$ cat config.mk
export PLATFORM = sky130hd
export DESIGN_NAME = anadv_top
export DESIGN_NICKNAME = d
export VERILOG_FILES = /design/src/anadv_pkg.sv /design/src/anadv_if.sv /design/src/anadv_strap_decode.sv /design/src/anadv_top.sv
export VERILOG_INCLUDE_DIRS = /design/src
export SDC_FILE = /design/constraint.sdc
export NUM_CORES = 1
export LEC_CHECK = 0
export ABC_AREA = 1
export BUFFER_PORTS_ARGS = -buffer_cell sky130_fd_sc_hd__buf_2
export CAP_MARGIN = 20
export CORE_ASPECT_RATIO = 0.5
export CORE_MARGIN = 2
export CORE_UTILIZATION = 42
export CTS_CLUSTER_SIZE = 25
export DETAILED_ROUTE_END_ITERATION = 16
export GPL_ROUTABILITY_DRIVEN = 0
export PLACE_DENSITY_LB_ADDON = 0.05
export SLEW_MARGIN = 5
export SYNTH_ARGS = -nofsm -noshare
export SYNTH_HDL_FRONTEND = slang
export SYNTH_SLANG_ARGS = --single-unit
$ cat constraint.sdc
create_clock -name REF_CLK_IN -period 1.4 [get_ports REF_CLK_IN]
set_clock_uncertainty 0.2 [all_clocks]
set_input_delay 0 -clock REF_CLK_IN [delete_from_list [all_inputs] [get_ports REF_CLK_IN]]
set_output_delay 0 -clock REF_CLK_IN [all_outputs]
set_load 0.01 [all_outputs]
$ cat src/anadv_regs.svh
`ifndef ANADV_REGS_SVH
`define ANADV_REGS_SVH

// ----------------------------------------------------------------
// Register map
// ----------------------------------------------------------------
`define ANADV_ADDR_LOCAL_ABILITY   5'h04

// ----------------------------------------------------------------
// Field positions
// ----------------------------------------------------------------
`define ANADV_BIT_NEXT_PAGE        15
`define ANADV_BIT_RSVD_FIXED       14
`define ANADV_BIT_REMOTE_FAULT     13
`define ANADV_BIT_RSVD_HI          12
`define ANADV_BIT_RSVD_LO          11
`define ANADV_BIT_PAUSE            10
`define ANADV_BIT_FOUR_PAIR        9
`define ANADV_BIT_FAST_FD          8
`define ANADV_BIT_FAST_HD          7
`define ANADV_BIT_TEN_FD           6
`define ANADV_BIT_TEN_HD           5
`define ANADV_SEL_MSB              4
`define ANADV_SEL_LSB              0

// ----------------------------------------------------------------
// Reset values
// ----------------------------------------------------------------
`define ANADV_RST_NEXT_PAGE        1'h0
`define ANADV_RST_REMOTE_FAULT     1'h0
`define ANADV_RST_PAUSE            1'h0
`define ANADV_RST_SELECTOR         5'h01

// Strap decode: index {one,zero}, value {fast_fd,fast_hd,ten_fd,ten_hd}
`define ANADV_STRAP_TABLE_0        4'h1
`define ANADV_STRAP_TABLE_1        4'h3
`define ANADV_STRAP_TABLE_2        4'h6
`define ANADV_STRAP_TABLE_3        4'hf

`endif

$ cat src/anadv_pkg.sv
package anadv_pkg;

    typedef logic [15:0] anadv_word_t;
    typedef logic [4:0]  anadv_addr_t;
    typedef logic [3:0]  anadv_ability_t;

    typedef enum logic [1:0]
    {
        ANADV_ST_RESET = 2'h0,
        ANADV_ST_LOAD  = 2'h1,
        ANADV_ST_RUN   = 2'h3
    } anadv_state_t;

endpackage

$ cat src/anadv_if.sv
`timescale 1ns/1ps

// Carries the strap-derived ability defaults between the decoder and the bank
interface anadv_strap_if;
    import anadv_pkg::*;

    anadv_ability_t ability;

    modport decoder (output ability);
    modport bank    (input  ability);
endinterface

$ cat src/anadv_strap_decode.sv
`timescale 1ns/1ps
`include "anadv_regs.svh"

module anadv_strap_decode
    import anadv_pkg::*;
(
    input  wire logic        clk_in,
    input  wire logic        strap_zero_in,
    input  wire logic        strap_one_in,
    anadv_strap_if.decoder   strap_out
);
    // ----------------------------------------------------------------
    // Strap synchroniser and decode table
    // ----------------------------------------------------------------
    // Table is fixed at elaboration; straps are pins so they are resynced
    localparam anadv_ability_t STRAP_TABLE [4] = '{
        `ANADV_STRAP_TABLE_0, `ANADV_STRAP_TABLE_1,
        `ANADV_STRAP_TABLE_2, `ANADV_STRAP_TABLE_3};

    logic [1:0] meta_q;
    logic [1:0] sync_q;

    always_ff @(posedge clk_in)
    begin
        meta_q <= {strap_one_in, strap_zero_in};
        sync_q <= meta_q;
    end

    assign strap_out.ability = STRAP_TABLE[sync_q];
endmodule

$ cat src/anadv_top.sv
`timescale 1ns/1ps
`include "anadv_regs.svh"


module anadv_top
    import anadv_pkg::*;
(
    input  wire logic              REF_CLK_IN,
    input  wire logic              SYS_RST_IN,
    input  wire logic              AUTONEG_STRAP_ZERO_IN,
    input  wire logic              AUTONEG_STRAP_ONE_IN,
    input  wire anadv_pkg::anadv_addr_t REG_ADDR_IN,
    input  wire logic              REG_WR_IN,
    input  wire anadv_pkg::anadv_word_t REG_WDATA_IN,
    output logic                   REG_HIT_OUT,
    output anadv_pkg::anadv_word_t REG_RDATA_OUT,
    output anadv_pkg::anadv_word_t LOCAL_ABILITY_WORD_OUT,
    output logic                   ADVERT_READY_OUT
);
    import anadv_pkg::*;

    // ----------------------------------------------------------------
    // Strap decode
    // ----------------------------------------------------------------
    anadv_strap_if strap_bus ();

    anadv_strap_decode u_strap
    (
        .clk_in        (REF_CLK_IN),
        .strap_zero_in (AUTONEG_STRAP_ZERO_IN),
        .strap_one_in  (AUTONEG_STRAP_ONE_IN),
        .strap_out     (strap_bus.decoder)
    );

    // ----------------------------------------------------------------
    // Sequencer
    // ----------------------------------------------------------------
    // Straps need two edges through the synchroniser before they are
    // trusted, so abilities load a few cycles after reset release.
    anadv_state_t state_q;
    anadv_state_t state_d;
    logic [1:0]   settle_q;

    wire settle_done = (settle_q == 2'h3);

    always_comb
    begin
        state_d = state_q;
        unique case (state_q)
            ANADV_ST_RESET: state_d = ANADV_ST_LOAD;
            ANADV_ST_LOAD:  if (settle_done) state_d = ANADV_ST_RUN;
            ANADV_ST_RUN:   state_d = ANADV_ST_RUN;
            default:        state_d = ANADV_ST_RESET;
        endcase
    end

    always_ff @(posedge REF_CLK_IN)
    begin
        if (SYS_RST_IN)
        begin
            state_q  <= ANADV_ST_RESET;
            settle_q <= 2'h0;
        end
        else
        begin
            state_q  <= state_d;
            if (state_q == ANADV_ST_LOAD && !settle_done)
                settle_q <= settle_q + 2'h1;
        end
    end

    wire load_straps = (state_q == ANADV_ST_LOAD) && settle_done;
    wire running     = (state_q == ANADV_ST_RUN);

    // ----------------------------------------------------------------
    // Register decode
    // ----------------------------------------------------------------
    // Writes are held off until straps have loaded so a strap value never
    // overwrites an early software write.
    wire addr_hit = (REG_ADDR_IN == `ANADV_ADDR_LOCAL_ABILITY);
    wire wr_en    = REG_WR_IN && addr_hit && running;

    // ----------------------------------------------------------------
    // Storage
    // ----------------------------------------------------------------
    logic           next_page_request_q;
    logic           remote_fault_advert_q;
    logic           pause_capability_advert_q;
    anadv_ability_t speed_ability_q;
    logic [4:0]     selector_q;

    always_ff @(posedge REF_CLK_IN)
    begin
        if (SYS_RST_IN)
        begin
            next_page_request_q       <= `ANADV_RST_NEXT_PAGE;
            remote_fault_advert_q     <= `ANADV_RST_REMOTE_FAULT;
            pause_capability_advert_q <= `ANADV_RST_PAUSE;
            speed_ability_q           <= 4'h0;
            selector_q                <= `ANADV_RST_SELECTOR;
        end
        else if (load_straps)
        begin
            speed_ability_q <= strap_bus.ability;
        end
        else if (wr_en)
        begin
            next_page_request_q       <= REG_WDATA_IN[`ANADV_BIT_NEXT_PAGE];
            remote_fault_advert_q     <= REG_WDATA_IN[`ANADV_BIT_REMOTE_FAULT];
            pause_capability_advert_q <= REG_WDATA_IN[`ANADV_BIT_PAUSE];
            speed_ability_q           <= REG_WDATA_IN[`ANADV_BIT_FAST_FD:`ANADV_BIT_TEN_HD];
            selector_q                <= REG_WDATA_IN[`ANADV_SEL_MSB:`ANADV_SEL_LSB];
        end
    end

    // ----------------------------------------------------------------
    // Word assembly
    // ----------------------------------------------------------------
    // Reserved bits are not stored at all, so writes cannot reach them.
    anadv_word_t advert_word;

    always_comb
    begin
        advert_word = 16'h0000;
        advert_word[`ANADV_BIT_NEXT_PAGE]    = next_page_request_q;
        advert_word[`ANADV_BIT_REMOTE_FAULT] = remote_fault_advert_q;
        advert_word[`ANADV_BIT_PAUSE]        = pause_capability_advert_q;
        advert_word[`ANADV_BIT_FAST_FD:`ANADV_BIT_TEN_HD] = speed_ability_q;
        advert_word[`ANADV_SEL_MSB:`ANADV_SEL_LSB]       = selector_q;
    end

    // ----------------------------------------------------------------
    // Outputs
    // ----------------------------------------------------------------
    always_ff @(posedge REF_CLK_IN)
    begin
        if (SYS_RST_IN)
        begin
            REG_HIT_OUT            <= 1'h0;
            REG_RDATA_OUT          <= 16'h0000;
            LOCAL_ABILITY_WORD_OUT <= 16'h0000;
            ADVERT_READY_OUT       <= 1'h0;
        end
        else
        begin
            REG_HIT_OUT            <= addr_hit;
            REG_RDATA_OUT          <= addr_hit ? advert_word : 16'h0000;
            LOCAL_ABILITY_WORD_OUT <= advert_word;
            ADVERT_READY_OUT       <= running;
        end
    end
endmodule

==> run_results.csv <==
group,metric,value,unit
run,maxCapViolations,0,
floorplan,die_w,90.3,um
global_route,gr-total-overflow,0,
floorplan,initial_core_util,44.8,%
floorplan,die_y,47.2,um
sta,report.final.hold_viol_count,0,
routing,ant_nets,0,
floorplan,io_pins,60,
power_and_ir_drop,peakVddDrop,0.536,mV
floorplan,core_region_area,3490,um2
routing,drt-pass1-iter-count,4,
sta,drv_slew,0,
power_and_ir_drop,power.density,1090,nW/um2
cts,clkLatencyLatePin,290,ps
routing,post_drt_wl_per_cell,10.2,um
sta,setup_violations,0,
layout,diodes,0,
routing,post_drt_via_cell_ratio,4.00,
power_and_ir_drop,leakage,1.09,nW
sta,min_period,1330,ps
cts,root_buffer,"clkbuf_8",
sta,final.setup.tns,0,ps
cts,cts_sinks,46,
floorplan,num_rows,15,
layout,layout-drive-gt1-share,34.0,%
placement,post-dp-hpwl,1.96,mm
sta,hold_slack,63.3,ps
run_status,outcome,"complete, no violations",
hold_path,hold_path_class,"input pin to flop",
global_route,grt_max_degree,17,
global_route,grt_pass1_vias,1083,
cts,cts_tree,"done",
global_route,antenna_found_initial,0,
routing,drt_iter0_drc,27,
global_route,grt_first_pass_wirelength,4.82,mm
sta,finalCritPeriodShare,95.0,%
placement,post-place-ws,19.0,ps
sta,fin_ws,70.0,ps
cts,cts_buffers,5,
cts,clkSlewWorstSetupHoldPaths,80,ps
routing,wl,3.13,mm
placement,numPortBuffers,47,
critical_path,path_class,"input pin to flop",
critical_path,critPathLaunchType,"input pin",
logic_synthesis,yosysSeqAreaShare,58.9,%
power_and_ir_drop,p_total,2.48,mW
logic_synthesis,syn_area,1560,um2
layout,area_delta_synth_final,45.7,%
cts,clockBufferDepth,2,
critical_path,cp_data_arrival_time,1360,ps
global_route,grtUsageTotal,15.5,%
layout,nets,282,
logic_synthesis,postSynthCellCount,177,
layout,fillCellCount,322,
placement,dpl_cell_area,1850,um2
cts,htreeDepth,2,
floorplan,die-area,4260,um2
routing,vias,1228,
routing,drc_errors,0,
logic_synthesis,ys_warn_count,0,
logic_synthesis,synth.distinct_cells,22,
logic_synthesis,synth.avg_cell_area,8.84,um2
logic_synthesis,ys_seq_elements,46,
layout,fin_area,2280,um2
critical_path,crit_path_end_kind,"flop",
critical_path,critPathMaxFanout,6,
critical_path,required,1430,ps
sta,maxClockFrequency,752,MHz
## state kept, by name, indices dropped and copies added (netlist names), 2 cells and up
register                count
LOCAL_ABILITY_WORD_OUT     12
selector_q                  5
settle_q                    2
u_strap.sync_q              2
REG_RDATA_OUT              12
state_q                     2
u_strap.meta_q              2
speed_ability_q             4
## layout make-up
cell class | count | area, um2 | area share (%)
Tap cell | 51 | 63.8 | 2.80
Multi-Input combinational cell | 103 | 538 | 23.6
Timing Repair Buffer | 77 | 559 | 24.5
Sequential cell | 46 | 926 | 40.6
Clock buffer | 5 | 68.8 | 3.02
Inverter | 22 | 82.6 | 3.62
Clock inverter | 3 | 40.0 | 1.76
## worst paths after layout
kind | to | depth (start not counted) | slack, ps | from
min reg2reg | u_strap.sync_q[1]$_DFF_P_ | 0 | 130 | u_strap.meta_q[1]$_DFF_P_
max | speed_ability_q[3]$_SDFFE_PP0P_ | 8 | 70 | REG_ADDR_IN[1]
max reg2reg | speed_ability_q[3]$_SDFFE_PP0P_ | 7 | 80 | state_q[0]$_SDFFE_PP0N_
min | selector_q[4]$_SDFFE_PP0P_ | 6 | 60 | REG_WR_IN
## critical path, cell delays in order
cell,delay (ps)
dlygate4sd3_1,550
buf_2,140
nor2_4,140
nand3_4,150
buf_12,170
nand3_1,50
nand2_1,50
nor2_1,110
## logic make-up after synthesis
kind of cell | synth area share (%)
flops | 58.9
fa+ha+maj | 0.800
compound gates | 7.12
other cells | 0.240
simple gates | 21.2
buf+inv | 11.8
## cell usage in the layout (no fill, tap or decap), types with 2 or more instances in the layout
master	synthesis	routed
a21oi_1	3	3
a21oi_2	2	2
buf_12	0	2
buf_2	3	46
buf_4	8	7
clkbuf_8	0	5
clkinv_2	0	2
conb_1	1	8
dfxtp_1	46	44
dlygate4sd3_1	0	20
inv_1	21	20
inv_2	1	2
nand2_1	16	14
nand2_2	1	3
nand3_1	9	8
nand3_2	1	2
nand3_4	1	2
nor2_1	45	44
nor2_4	1	3
o21ai_0	7	6
o21ai_2	5	5
## per-stage QoR
stage          std cells  utilization (%)
3_5_place_dp         275             53.1
3_3_place_gp         275             53.1
6_report             307             65.3
4_1_cts              303             62.2
2_1_floorplan        184                -
5_1_grt              307             65.3
## per-layer routing
layer	GRT usage [%]	wire (um)	vias up
li1	-	-	675
met1	18.1	1450	516
met2	27.5	1470	35
met3	4.98	191	2
met4	7.38	17	0
met5	0	0	-
## synth_stat cells
master,number,area [um2]
dfxtp_1,46,921
nor2_1,45,169
inv_1,21,78.8
nand2_1,16,60.1
nand3_1,9,45.0
buf_4,8,60.1
o21ai_0,7,35.0
o21ai_2,5,43.8
a21oi_1,3,15.0
buf_2,3,15.0
a21oi_2,2,17.5
buf_6,2,22.5
and3_1,1,6.26
clkbuf_1,1,3.75
conb_1,1,3.75
ha_1,1,12.5
inv_2,1,3.75
nand2_2,1,6.26
nand3_2,1,10.0
nand3_4,1,17.5
nor2_2,1,6.26
nor2_4,1,11.3
## timing repair
action	CTS	global route
hold buffers	20	0
hold endpoints to repair	44	0
gates resized for setup	2	13
setup endpoints to repair	2	12
pin swaps	0	6
setup buffers	0	3
gates cloned	0	2
## where the power goes
part / switching, mW / internal (mW) / total (mW)
Sequential: 0.0136 / 1.33 / 1.34
Clock: 0.421 / 0.525 / 0.946
Combinational: 0.0903 / 0.101 / 0.191
Note: power is estimated with default switching activity, not from simulation.
